[config.mk]
export PLATFORM = sky130hd
export DESIGN_NAME = charge_phase_sequencer
export DESIGN_NICKNAME = d
export VERILOG_FILES = /design/src/charge_pkg.sv /design/src/charge_phase_sequencer.sv
export SDC_FILE = /design/constraint.sdc
export NUM_CORES = 1
export LEC_CHECK = 0
export ABC_CLOCK_PERIOD_IN_PS = 17720
export BUFFER_PORTS_ARGS = -buffer_cell sky130_fd_sc_hd__buf_2
export CORE_ASPECT_RATIO = 0.9
export CORE_MARGIN = 4
export CORE_UTILIZATION = 49
export CTS_CLUSTER_DIAMETER = 200
export CTS_CLUSTER_SIZE = 14
export DETAILED_ROUTE_END_ITERATION = 6
export GPL_TIMING_DRIVEN = 0
export PLACE_DENSITY = 0.69
export SETUP_SLACK_MARGIN = 0.1
export SLEW_MARGIN = 20
export SYNTH_ARGS = -nofsm -noshare
export SYNTH_HDL_FRONTEND = slang
export SYNTH_SLANG_ARGS = --single-unit
[constraint.sdc]
create_clock -name aclk -period 17.72 [get_ports aclk]
set_input_delay 1.772 -clock aclk [delete_from_list [all_inputs] [get_ports aclk]]
set_output_delay 1.772 -clock aclk [all_outputs]
set_load 0.02 [all_outputs]
[src/charge_pkg.sv]
// Shared constants, types and register map of the charge phase sequencer.
// Assumes one 100 MHz clock and an AXI4-Lite master for software access.
package charge_pkg;

  localparam int unsigned DATA_W     = 32;
  localparam int unsigned ADDR_W     = 8;
  localparam int unsigned CUR_W      = 16;

  // Register byte offsets
  localparam logic [7:0] OFS_CTRL    = 8'h00;
  localparam logic [7:0] OFS_STATUS  = 8'h04;
  localparam logic [7:0] OFS_IRQ     = 8'h08;
  localparam logic [7:0] OFS_MASK    = 8'h0C;
  localparam logic [7:0] OFS_ADAPTER = 8'h10;
  localparam logic [7:0] OFS_USB     = 8'h14;
  localparam logic [7:0] OFS_SETPT   = 8'h18;

  // Control fields
  localparam int unsigned CTRL_ENABLE_BIT = 0;
  localparam logic [0:0]  CTRL_RESET_VAL  = 1'b0;

  // Event bits in status and mask registers
  localparam int unsigned EV_W          = 4;
  localparam int unsigned EV_FAST_BIT   = 0;
  localparam int unsigned EV_DONE_BIT   = 1;
  localparam int unsigned EV_FAULT_BIT  = 2;
  localparam int unsigned EV_RECHG_BIT  = 3;

  localparam logic [15:0] ADAPTER_RESET = 16'h01C2;
  localparam logic [15:0] USB_RESET     = 16'h01F4;

  // Scaling of the timers and currents
  localparam int unsigned PRECH_PCT       = 10;
  localparam int unsigned PCT_FULL        = 100;
  localparam int unsigned LOW_POWER_DIV   = 5;
  localparam int unsigned DEGLITCH_DIV    = 220;
  localparam int unsigned PRECH_TIME_DIV  = 8;

  localparam logic [1:0] RESP_OKAY   = 2'b00;
  localparam logic [1:0] RESP_SLVERR = 2'b10;

  typedef enum logic [2:0] {
    PH_IDLE  = 3'b000,
    PH_PRE   = 3'b001,
    PH_FAST  = 3'b010,
    PH_VREG  = 3'b011,
    PH_DONE  = 3'b100,
    PH_FAULT = 3'b101
  } phase_t;

  // Comparator flags from the analog path
  typedef struct packed {
    logic below_precharge;   // battery below 3 V
    logic near_regulation;   // battery close to 4.2 V
    logic below_recharge;    // battery below 4.05 V
    logic below_termination; // current below end threshold
  } comp_t;

  // Status pin pair
  typedef struct packed {
    logic status_out_a;
    logic status_out_b;
  } led_t;

endpackage : charge_pkg

[src/charge_phase_sequencer.sv]
// Charge phase sequencer: phases, current setpoint, safety timers, status pins.
// Assumes comparator flags and select pins are asynchronous to aclk, and a
// periodic timebase tick from logic on aclk.
//
// Design decisions made here: the AXI4-Lite slave port and the address map.

// What this block does
// - Battery below precharge threshold of 3 V counts as deeply discharged.
// - Precharge commands ten percent of the selected fast-charge current.
// - Battery above threshold at charge start skips precharge, goes fast-charge.
// - Supply select low picks adapter mode; only adapter current setting used.
// - Supply select high picks USB mode; only USB current setting used.
// - Battery reaching precharge threshold moves precharge into fast-charge.
// - USB with power-level high uses full USB programmed current.
// - USB with power-level low uses one fifth of high-power current.
// - Battery near 4.2 V moves fast-charge into voltage regulation.
// - Current below termination for deglitch time ends charge, signals done.
// - Deglitch interval is maximum charge time divided by 220.
// - From done, battery below 4.05 V recharge threshold restarts charging.
// - Maximum charge timer starts at beginning of fast-charge.
// - Maximum charge timer expiry before end of charge raises a fault.
// - Precharge limited to one eighth max time; expiry below threshold faults.
// - Low-power USB stretches max time and derived timers five times.
// - Status pins: charging a on, done b on, fault both on.
module charge_phase_sequencer #(
  parameter int unsigned MAX_CHARGE_TICKS = 32'h0030_5700
) (
  input  wire logic                          aclk,
  input  wire logic                          aresetn,
  input  wire logic                          timebase_tick,
  input  wire charge_pkg::comp_t             comp_in,
  input  wire logic                          supply_usb_select,
  input  wire logic                          usb_power_level_select,
  output logic [charge_pkg::CUR_W-1:0]       charge_current_setpoint,
  output charge_pkg::phase_t                 phase_code,
  output charge_pkg::led_t                   status_pins,
  output logic                               irq,
  // AXI4-Lite slave
  input  wire logic [charge_pkg::ADDR_W-1:0] s_axi_awaddr,
  input  wire logic                          s_axi_awvalid,
  output logic                               s_axi_awready,
  input  wire logic [charge_pkg::DATA_W-1:0] s_axi_wdata,
  input  wire logic [3:0]                    s_axi_wstrb,
  input  wire logic                          s_axi_wvalid,
  output logic                               s_axi_wready,
  output logic [1:0]                         s_axi_bresp,
  output logic                               s_axi_bvalid,
  input  wire logic                          s_axi_bready,
  input  wire logic [charge_pkg::ADDR_W-1:0] s_axi_araddr,
  input  wire logic                          s_axi_arvalid,
  output logic                               s_axi_arready,
  output logic [charge_pkg::DATA_W-1:0]      s_axi_rdata,
  output logic [1:0]                         s_axi_rresp,
  output logic                               s_axi_rvalid,
  input  wire logic                          s_axi_rready
);

  localparam int unsigned CW = 40;
  localparam int unsigned EW = charge_pkg::EV_W;
  localparam int unsigned CUR_W = charge_pkg::CUR_W;

  // Two-flop synchronisers for analog flags and pins
  logic [5:0] sync1_reg;
  logic [5:0] sync2_reg;
  always_ff @(posedge aclk) begin
    if (!aresetn) begin
      sync1_reg <= '0;
      sync2_reg <= '0;
    end else begin
      sync1_reg <= {comp_in, supply_usb_select, usb_power_level_select};
      sync2_reg <= sync1_reg;
    end
  end
  logic bat_low;
  logic bat_near;
  logic bat_rchg;
  logic cur_low;
  logic usb_mode;
  logic usb_high;
  assign {bat_low, bat_near, bat_rchg, cur_low, usb_mode, usb_high} = sync2_reg;

  // Software registers
  logic            enable_reg;
  logic [15:0]     adapter_reg;
  logic [15:0]     usb_reg;
  logic [EW-1:0]   irq_stat_reg;
  logic [EW-1:0]   irq_mask_reg;
  logic [EW-1:0]   events;

  // Fast-charge current selection
  logic [CUR_W-1:0] fast_current;
  logic             low_power;
  assign low_power = usb_mode && !usb_high;
  always_comb begin
    if (!usb_mode) begin
      fast_current = adapter_reg;
    end else if (usb_high) begin
      fast_current = usb_reg;
    end else begin
      fast_current = CUR_W'(usb_reg / charge_pkg::LOW_POWER_DIV);
    end
  end

  // Timer limits, scaled from the one parameter
  logic [CW-1:0] max_limit;
  logic [CW-1:0] pre_limit;
  logic [CW-1:0] deg_limit;
  always_comb begin
    max_limit = CW'(MAX_CHARGE_TICKS);
    if (low_power) begin
      max_limit = CW'(MAX_CHARGE_TICKS) * CW'(charge_pkg::LOW_POWER_DIV);
    end
    pre_limit = max_limit / CW'(charge_pkg::PRECH_TIME_DIV);
    deg_limit = max_limit / CW'(charge_pkg::DEGLITCH_DIV);
  end

  // Phase machine and timers
  charge_pkg::phase_t phase_reg;
  charge_pkg::phase_t phase_next;
  logic [CW-1:0]      pre_cnt_reg;
  logic [CW-1:0]      max_cnt_reg;
  logic [CW-1:0]      deg_cnt_reg;
  logic               pre_expired;
  logic               max_expired;
  logic               deg_expired;
  assign pre_expired = timebase_tick && (pre_cnt_reg + 1'b1 >= pre_limit);
  assign max_expired = timebase_tick && (max_cnt_reg + 1'b1 >= max_limit);
  assign deg_expired = timebase_tick && (deg_cnt_reg + 1'b1 >= deg_limit);

  always_comb begin
    phase_next = phase_reg;
    unique case (phase_reg)
      charge_pkg::PH_IDLE: begin
        if (enable_reg) begin
          phase_next = bat_low ? charge_pkg::PH_PRE : charge_pkg::PH_FAST;
        end
      end
      charge_pkg::PH_PRE: begin
        if (!bat_low) begin
          phase_next = charge_pkg::PH_FAST;
        end else if (pre_expired) begin
          phase_next = charge_pkg::PH_FAULT;
        end
      end
      charge_pkg::PH_FAST: begin
        if (max_expired) begin
          phase_next = charge_pkg::PH_FAULT;
        end else if (bat_near) begin
          phase_next = charge_pkg::PH_VREG;
        end
      end
      charge_pkg::PH_VREG: begin
        if (cur_low && deg_expired) begin
          phase_next = charge_pkg::PH_DONE;
        end else if (max_expired) begin
          phase_next = charge_pkg::PH_FAULT;
        end
      end
      charge_pkg::PH_DONE: begin
        if (bat_rchg) begin
          phase_next = charge_pkg::PH_FAST;
        end
      end
      charge_pkg::PH_FAULT: begin
        phase_next = charge_pkg::PH_FAULT;
      end
      default: begin
        phase_next = charge_pkg::PH_IDLE;
      end
    endcase
    // Disabling is the only way out of a fault; it restarts from idle.
    if (!enable_reg) begin
      phase_next = charge_pkg::PH_IDLE;
    end
  end

  always_ff @(posedge aclk) begin
    if (!aresetn) begin
      phase_reg <= charge_pkg::PH_IDLE;
    end else begin
      phase_reg <= phase_next;
    end
  end

  // Precharge timer runs only in precharge
  always_ff @(posedge aclk) begin
    if (!aresetn || phase_reg != charge_pkg::PH_PRE) begin
      pre_cnt_reg <= '0;
    end else if (timebase_tick) begin
      pre_cnt_reg <= pre_cnt_reg + 1'b1;
    end
  end

  // Max timer restarts on every entry to fast-charge
  always_ff @(posedge aclk) begin
    if (!aresetn) begin
      max_cnt_reg <= '0;
    end else if (phase_next == charge_pkg::PH_FAST && phase_reg != charge_pkg::PH_FAST) begin
      max_cnt_reg <= '0;
    end else if (timebase_tick && (phase_reg == charge_pkg::PH_FAST ||
                                   phase_reg == charge_pkg::PH_VREG)) begin
      max_cnt_reg <= max_cnt_reg + 1'b1;
    end
  end

  // Deglitch: any return above threshold restarts the wait
  always_ff @(posedge aclk) begin
    if (!aresetn || phase_reg != charge_pkg::PH_VREG || !cur_low) begin
      deg_cnt_reg <= '0;
    end else if (timebase_tick) begin
      deg_cnt_reg <= deg_cnt_reg + 1'b1;
    end
  end

  // Outputs from flip-flops
  always_ff @(posedge aclk) begin
    if (!aresetn) begin
      charge_current_setpoint <= '0;
      phase_code              <= charge_pkg::PH_IDLE;
      status_pins             <= '0;
    end else begin
      phase_code <= phase_reg;
      unique case (phase_reg)
        charge_pkg::PH_PRE: begin
          charge_current_setpoint <= CUR_W'((32'(fast_current) * charge_pkg::PRECH_PCT)
                                            / charge_pkg::PCT_FULL);
          status_pins <= '{status_out_a: 1'b1, status_out_b: 1'b0};
        end
        charge_pkg::PH_FAST, charge_pkg::PH_VREG: begin
          charge_current_setpoint <= fast_current;
          status_pins <= '{status_out_a: 1'b1, status_out_b: 1'b0};
        end
        charge_pkg::PH_DONE: begin
          charge_current_setpoint <= '0;
          status_pins <= '{status_out_a: 1'b0, status_out_b: 1'b1};
        end
        charge_pkg::PH_FAULT: begin
          charge_current_setpoint <= '0;
          status_pins <= '{status_out_a: 1'b1, status_out_b: 1'b1};
        end
        default: begin
          charge_current_setpoint <= '0;
          status_pins <= '0;
        end
      endcase
    end
  end

  // Events for the interrupt status
  always_comb begin
    events = '0;
    events[charge_pkg::EV_FAST_BIT]  = phase_next == charge_pkg::PH_FAST &&
                                       phase_reg == charge_pkg::PH_PRE;
    events[charge_pkg::EV_DONE_BIT]  = phase_next == charge_pkg::PH_DONE &&
                                       phase_reg != charge_pkg::PH_DONE;
    events[charge_pkg::EV_FAULT_BIT] = phase_next == charge_pkg::PH_FAULT &&
                                       phase_reg != charge_pkg::PH_FAULT;
    events[charge_pkg::EV_RECHG_BIT] = phase_next == charge_pkg::PH_FAST &&
                                       phase_reg == charge_pkg::PH_DONE;
  end

  // AXI4-Lite write path: address and data taken in either order
  logic                         aw_held_reg;
  logic                         w_held_reg;
  logic [charge_pkg::ADDR_W-1:0] awaddr_reg;
  logic [charge_pkg::DATA_W-1:0] wdata_reg;
  logic [3:0]                   wstrb_reg;
  logic                         do_write;
  assign do_write = aw_held_reg && w_held_reg && !s_axi_bvalid;

  always_ff @(posedge aclk) begin
    if (!aresetn) begin
      aw_held_reg   <= 1'b0;
      w_held_reg    <= 1'b0;
      s_axi_awready <= 1'b0;
      s_axi_wready  <= 1'b0;
      s_axi_bvalid  <= 1'b0;
      s_axi_bresp   <= charge_pkg::RESP_OKAY;
      awaddr_reg    <= '0;
      wdata_reg     <= '0;
      wstrb_reg     <= '0;
    end else begin
      s_axi_awready <= !aw_held_reg && !s_axi_awready && !s_axi_bvalid;
      s_axi_wready  <= !w_held_reg && !s_axi_wready && !s_axi_bvalid;
      if (s_axi_awvalid && s_axi_awready) begin
        aw_held_reg   <= 1'b1;
        awaddr_reg    <= s_axi_awaddr;
        s_axi_awready <= 1'b0;
      end
      if (s_axi_wvalid && s_axi_wready) begin
        w_held_reg   <= 1'b1;
        wdata_reg    <= s_axi_wdata;
        wstrb_reg    <= s_axi_wstrb;
        s_axi_wready <= 1'b0;
      end
      if (do_write) begin
        aw_held_reg  <= 1'b0;
        w_held_reg   <= 1'b0;
        s_axi_bvalid <= 1'b1;
        unique case (awaddr_reg)
          charge_pkg::OFS_CTRL, charge_pkg::OFS_MASK,
          charge_pkg::OFS_ADAPTER, charge_pkg::OFS_USB: s_axi_bresp <= charge_pkg::RESP_OKAY;
          default:                                      s_axi_bresp <= charge_pkg::RESP_SLVERR;
        endcase
      end else if (s_axi_bvalid && s_axi_bready) begin
        s_axi_bvalid <= 1'b0;
      end
    end
  end

  // Writable registers
  always_ff @(posedge aclk) begin
    if (!aresetn) begin
      enable_reg   <= charge_pkg::CTRL_RESET_VAL;
      irq_mask_reg <= '0;
      adapter_reg  <= charge_pkg::ADAPTER_RESET;
      usb_reg      <= charge_pkg::USB_RESET;
    end else if (do_write) begin
      if (awaddr_reg == charge_pkg::OFS_CTRL && wstrb_reg[0]) begin
        enable_reg <= wdata_reg[charge_pkg::CTRL_ENABLE_BIT];
      end
      if (awaddr_reg == charge_pkg::OFS_MASK && wstrb_reg[0]) begin
        irq_mask_reg <= wdata_reg[EW-1:0];
      end
      if (awaddr_reg == charge_pkg::OFS_ADAPTER) begin
        if (wstrb_reg[0]) adapter_reg[7:0]  <= wdata_reg[7:0];
        if (wstrb_reg[1]) adapter_reg[15:8] <= wdata_reg[15:8];
      end
      if (awaddr_reg == charge_pkg::OFS_USB) begin
        if (wstrb_reg[0]) usb_reg[7:0]  <= wdata_reg[7:0];
        if (wstrb_reg[1]) usb_reg[15:8] <= wdata_reg[15:8];
      end
    end
  end

  // AXI4-Lite read path, one cycle after the address is taken
  logic rd_irq_clear;
  assign rd_irq_clear = s_axi_arvalid && s_axi_arready && s_axi_araddr == charge_pkg::OFS_IRQ;

  always_ff @(posedge aclk) begin
    if (!aresetn) begin
      s_axi_arready <= 1'b0;
      s_axi_rvalid  <= 1'b0;
      s_axi_rdata   <= '0;
      s_axi_rresp   <= charge_pkg::RESP_OKAY;
    end else begin
      s_axi_arready <= !s_axi_arready && !s_axi_rvalid;
      if (s_axi_arvalid && s_axi_arready) begin
        s_axi_arready <= 1'b0;
        s_axi_rvalid  <= 1'b1;
        s_axi_rresp   <= charge_pkg::RESP_OKAY;
        s_axi_rdata   <= '0;
        unique case (s_axi_araddr)
          charge_pkg::OFS_CTRL:    s_axi_rdata[0]       <= enable_reg;
          charge_pkg::OFS_STATUS:  s_axi_rdata[7:0]     <= {low_power, usb_mode, status_pins,
                                                            1'b0, phase_reg};
          charge_pkg::OFS_IRQ:     s_axi_rdata[EW-1:0]  <= irq_stat_reg;
          charge_pkg::OFS_MASK:    s_axi_rdata[EW-1:0]  <= irq_mask_reg;
          charge_pkg::OFS_ADAPTER: s_axi_rdata[15:0]    <= adapter_reg;
          charge_pkg::OFS_USB:     s_axi_rdata[15:0]    <= usb_reg;
          charge_pkg::OFS_SETPT:   s_axi_rdata[15:0]    <= charge_current_setpoint;
          default:                 s_axi_rresp          <= charge_pkg::RESP_SLVERR;
        endcase
      end else if (s_axi_rvalid && s_axi_rready) begin
        s_axi_rvalid <= 1'b0;
      end
    end
  end

  // Sticky events cleared by reading; a same-cycle event survives the clear
  always_ff @(posedge aclk) begin
    if (!aresetn) begin
      irq_stat_reg <= '0;
    end else begin
      irq_stat_reg <= (rd_irq_clear ? '0 : irq_stat_reg) | events;
    end
  end

  always_ff @(posedge aclk) begin
    if (!aresetn) begin
      irq <= 1'b0;
    end else begin
      irq <= |(((rd_irq_clear ? '0 : irq_stat_reg) | events) & irq_mask_reg);
    end
  end

endmodule : charge_phase_sequencer

; Word level (Yosys, flattened, before mapping)
; Index checks and enable logic that the tools add are counted.
[op_classes]
n_lt_le_gt_ge = 3
mux = 26
n_addsub = 3
bitwise = 3
n_reduce_logical = 61
eq_ne = 22
n_div = 3
multipliers = 1
[ops]
columns = op, n
row1 = $add A40 B1 Y40 const B, 3
row2 = $ge A40 B40 Y1, 2
row3 = $div A40 B8 Y40 const B, 1
row4 = $eq A8 B5 Y1 const B, 5
row5 = $ge A40 B37 Y1, 1
row6 = $pmux W3 S6, 2
row7 = $div A16 B3 Y32 const B, 1
row8 = $div A20 B7 Y32 const B, 1
row9 = $mux W16, 2
row10 = $pmux W16 S2, 1
row11 = $logic_and A1 B1 Y1, 26
row12 = $eq A8 B4 Y1 const B, 3
row13 = $mux W24, 1
row14 = $mux W3, 8
row15 = $pmux W8 S3, 1
row16 = $mul A16 B3 Y19 const B, 1
row17 = $logic_not A8 Y1, 2
row18 = $pmux W4 S4, 1
row19 = $eq A3 B3 Y1 const B, 4
row20 = $reduce_and A3 Y1, 4
row21 = $reduce_or A2 Y1, 6
row22 = $logic_not A1 Y1, 10
row23 = $eq A3 B2 Y1 const B, 3
row24 = $eq A8 B3 Y1 const B, 1
row25 = 19 further kinds, 32
[word_totals]
output_inout_bits = 63
ff_bits = 251
in_bits = 66
wordCells = 153

; Longest topological paths before layout
[logic_depth]
ltp_word = 15
depth_mapped = 84
depth_no_buf = 73

; Least setup slack after synthesis
; Ideal clock, no wire load.
[synth_path]
path_kind = register to register
from = register usb_reg[13]
to = register charge_current_setpoint[0] (netlist name)
slack_ns = -1.017
path_stages_with_launch = 79
n_path_buf = 6
period_less_slack_ns = 18.737
setup_time_ns = 0.122
t_arrival_ns = 18.615
required_time_ns = 17.598
path_cell_list = dfxtp_1 -> or2_1 -> buf_2 -> ha_1 -> buf_6 -> nor2b_2 -> a21oi_1 -> or3_4 -> or4_4 -> o31a_1 -> o211a_4 -> a311oi_2 -> o221a_2 -> o2111ai_1 -> a221oi_4 -> and3_1 -> buf_6 -> a211oi_1 -> [43 not listed] -> o2111a_1 -> nor2_1 -> o311a_1 -> o21ai_0 -> a211oi_4 -> o31ai_1 -> buf_4 -> a41oi_2 -> a22oi_1 -> or3_1 -> and2_1 -> or3_1 -> a32oi_1 -> o31a_1 -> mux2_1 -> or4_1 -> mux2i_1 -> o31ai_1
[synth_between]
elab_chain_len = 6
[synth_rtl]
columns = item, line
row1 = "start, declared", charge_phase_sequencer.sv:85  ; logic [15:0] usb_reg;
row2 = "start signal, assigned", charge_phase_sequencer.sv:317  ; usb_reg <= charge_pkg::USB_RESET;
row3 = "start signal, assigned", charge_phase_sequencer.sv:331  ; if (wstrb_reg[1]) usb_reg[15:8] <= wdata_reg[15:8];
row4 = $div A16 B3 Y32, charge_phase_sequencer.sv:100  ; fast_current = CUR_W'(usb_reg / charge_pkg::LOW_POWER_DIV);
row5 = $mux W16 (*), charge_phase_sequencer.sv:97  ; end else if (usb_high) begin
row6 = $mux W16 (*), charge_phase_sequencer.sv:95  ; if (!usb_mode) begin
row7 = $mul A16 B3 Y19, charge_phase_sequencer.sv:225  ; charge_current_setpoint <= CUR_W'((32'(fast_current) * charge_pkg::PRECH_PCT)
row8 = $div A20 B7 Y32, charge_phase_sequencer.sv:226  ; / charge_pkg::PCT_FULL);
row9 = $pmux W16 S2 (*), charge_phase_sequencer.sv:223  ; unique case (phase_reg)
row10 = "end signal, assigned", charge_phase_sequencer.sv:225
row11 = "end signal, assigned", charge_phase_sequencer.sv:230  ; charge_current_setpoint <= fast_current;
row12 = "end, declared", charge_phase_sequencer.sv:34  ; output logic [charge_pkg::CUR_W-1:0] charge_current_setpoint,
; Mark *: on every way between the ends. The rest lies on a longest branch, timed or not.
; A chain may end at the register's enable or synchronous reset.

; Worst setup path in the final report
; Ends and elaborated chain as after synthesis.

==> impl_results.md <==
* Status: complete, but fails checks
* Failing checks: DRC, setup timing
* Final net count at approximately 3300
* Dominant synthesized flop cell: dfxtp_1
* Worst min path class: flop to flop
* Final ANT Viol Nets at 0
* Vias in the first global route at 21337
* Synthesized flop and latch total at 249
* Post-route design area at 0.0268 mm^2
* Crit. End Element: flop
* VDD IR max at 0.106 mV
* Dpl cells at between 3000 and 4000
* Vias per inst at about 6.2
* First-pass GRT wire length at 111 mm
* Placement Rows at between 70 and 80
* Router iterations before antenna repair at 7
* DRC at 1
* Layout cells sized above 1 at 0.240
* Max Root-Sink Buffers at 3
* Dpl cell area at 0.0226 mm^2
* Initial antenna violation count at 4
* Vias at 23010
* Worst reg2reg path startpoint: usb_reg[13]
* Place WS at -3.52 ns
* Root Buffer: clkbuf_16
* Worst setup margin at -1.50 ns
* Finished Layout Cells at roughly 3700
* Die X at ~230 um
* Flop-to-flop setup slack at -1.50 ns
* # clock sinks at ~250
* HP Start: sync1_reg[3]
* Synth Warn # at 0
* Slew @ Worst Pin at 1.08 ns
* Drt total wl at between 70 and 80 mm
* I/O pin count at 129
* Area of the die at approximately 0.046 mm^2
* Final Hold Vio Count at 0
* Clock skew at roughly 0.010 ns
* PwrDens at around 67 mW/mm^2
* Worst Path Max Fanout at 8
* Initial Util at 0.499
* Hold Path Stages at 1
* CTS tree: yes
* Peak Freq at approximately 0.052 GHz
* Reg2Reg Depth at 86
* Num CTS Buffers at 21
* Cell repeated most along the worst path: buf_4
* Post-Syn Instances at 2784
* Crit-path max cell delay at 0.55 ns
* Syn_area_per_cell at between 7 and 8 um^2
* Register area share after synthesis at 0.238
* Worst R2R End: charge_current_setpoint[0]
* Syn-to-layout area delta at 27.6%
* Largest net degree at the start of global routing at 15
* Hold EP: sync2_reg[3]
* Max_slew headroom at 0.272
* HPWL Detailed at approximately 50 mm
* First DRT Iteration DRCs at approximately 2200
* Async S/R FF share, synth at 0
* Total track usage at 0.286
* Gr ovfl total at 0
* Leak at ~11 nW
* Die H at slightly above 200 um
* I/O Buffers at 90
* Final Max Slew Viols at 0
* Wire length per cell at ~19 um
* Final min period at a little under 20 ns
* CP startpoint kind: flop
* Period utilisation layout at 1.08
* Cell Area, Synth at roughly 0.021 mm^2
* Synth unique cells at about 140
* Post-synth EDFFs at 0
* Worst Path Arrival at 19.59 ns
* Core box area at roughly 0.042 mm^2
* Slowest-stage cell, CP: or4_4
* Final Setup Violations at 4
* CTS clk-pin slew, worst paths at 0.07 ns
* Max-cap violations at 0
* Required time of the critical path at between 15 and 20 ns
* Clock Latency Late Sink at roughly 0.50 ns
* CTS H-tree lvls at 1
* RSZ-0062 raised after global routing: yes
* Critical path class: flop to flop
* Gpl congestion at 0.966
[where the power goes]
group / switching (mW) / leakage, nW / internal, mW
clock network: 0.197 / 0.263 / 0.210
registers: 0.00533 / 2.01 / 0.566
logic: 0.438 / 8.26 / 0.380
[per-stage QoR]
stage	hold slack, ns	power [mW]	utilization	setup TNS, ns
after floorplan	0.412	0.962	-	-0.418
after global placement	0.416	1.06	0.537	-12.06
after detailed placement	0.421	1.07	0.537	-12.98
after CTS	0.437	1.63	0.611	-1.03
after global routing	0.451	1.88	0.637	-6.61
final	0.435	1.80	0.637	-3.58
[cells in the mapped netlist (49+ instances only)]
library cell / number / area (um^2)
a21oi_1: 174 / 871
and2_1: 49 / 307
nand2_1: 310 / 1160
ha_1: 54 / 676
xor2_1: 135 / 1180
and3_1: 60 / 375
nand4_1: 66 / 413
xnor2_1: 87 / 762
nor3_1: 89 / 445
dfxtp_1: 249 / 4980
clkbuf_1: 118 / 443
o21ai_0: 108 / 541
nor2_1: 325 / 1220
nand3_1: 114 / 571
mux2i_1: 71 / 711
[cell families after synthesis]
kind of cell,share of synthesized area
muxes,0.0479
buffers and inverters,0.0462
xor gates and xnor gates,0.0956
adders and majority gates,0.0356
other,0.000179
AOI/OAI and AO/OA,0.255
and+or+nand+nor,0.282
DFF,0.238
[cell usage in the layout (no fill, tap or decap), types with 81 or more instances in the layout]
cell and n:
nor2_1 310, a21oi_1 148, nand3_1 107, buf_4 218, nand2_1 303, xnor2_1 81
buf_2 101, dfxtp_1 248, o21ai_0 95, clkbuf_1 111, xor2_1 133
[how the worst max path moves through the flow]
stage | start | end | slack, ns
global placement | usb_reg[14] | charge_current_setpoint[0] | -3.36
CTS | usb_reg[13] | charge_current_setpoint[0] | -0.76
floorplan | usb_reg[14] | charge_current_setpoint[0] | -0.42
finish | usb_reg[13] | charge_current_setpoint[0] | -1.50
detailed placement | usb_reg[14] | charge_current_setpoint[0] | -3.52
global route | usb_reg[13] | charge_current_setpoint[0] | -2.25
[critical path: cells and delay by family, from the launching register on]
family / cells / cell delay, ns
XOR/XNOR: 1 / 0.18
multiplexers: 4 / 1.16
buffers and inverters: 17 / 2.54
adder cells (fa/ha/maj): 5 / 1.01
AO/OA/AOI/OAI: 40 / 9.17
AND/OR/NAND/NOR: 19 / 4.67
flip-flops: 1 / 0.32
[timing repair]
action                                 CTS  global route
gates cloned                             1             0
setup buffers                          166            66
gates resized for setup                236           127
endpoints found under the hold margin    0             0
hold buffers                             0             0
setup endpoints to repair                7             5
pin swaps                              144            91
[final cells by class]
class                           instances  area, um^2
Fill cell                            3536       15300
Timing Repair Buffer                  320        2360
Tap cell                              547         684
Clock inverter                          1        5.00
Inverter                               45         169
Clock buffer                           21         526
Sequential cell                       249        4990
Multi-Input combinational cell       2330       17200
Antenna cell                            2        5.00
Buffer                                177         867
[layer usage]
metal  up-vias  track usage  routed length (um)
li1      10903            -                   -
met1     10986        0.384               30600
met2       927        0.476               33400
met3       190       0.0376                5120
met4         4       0.0983                2700
met5         -            0                  28
Note: power is estimated with default switching activity, not from simulation.
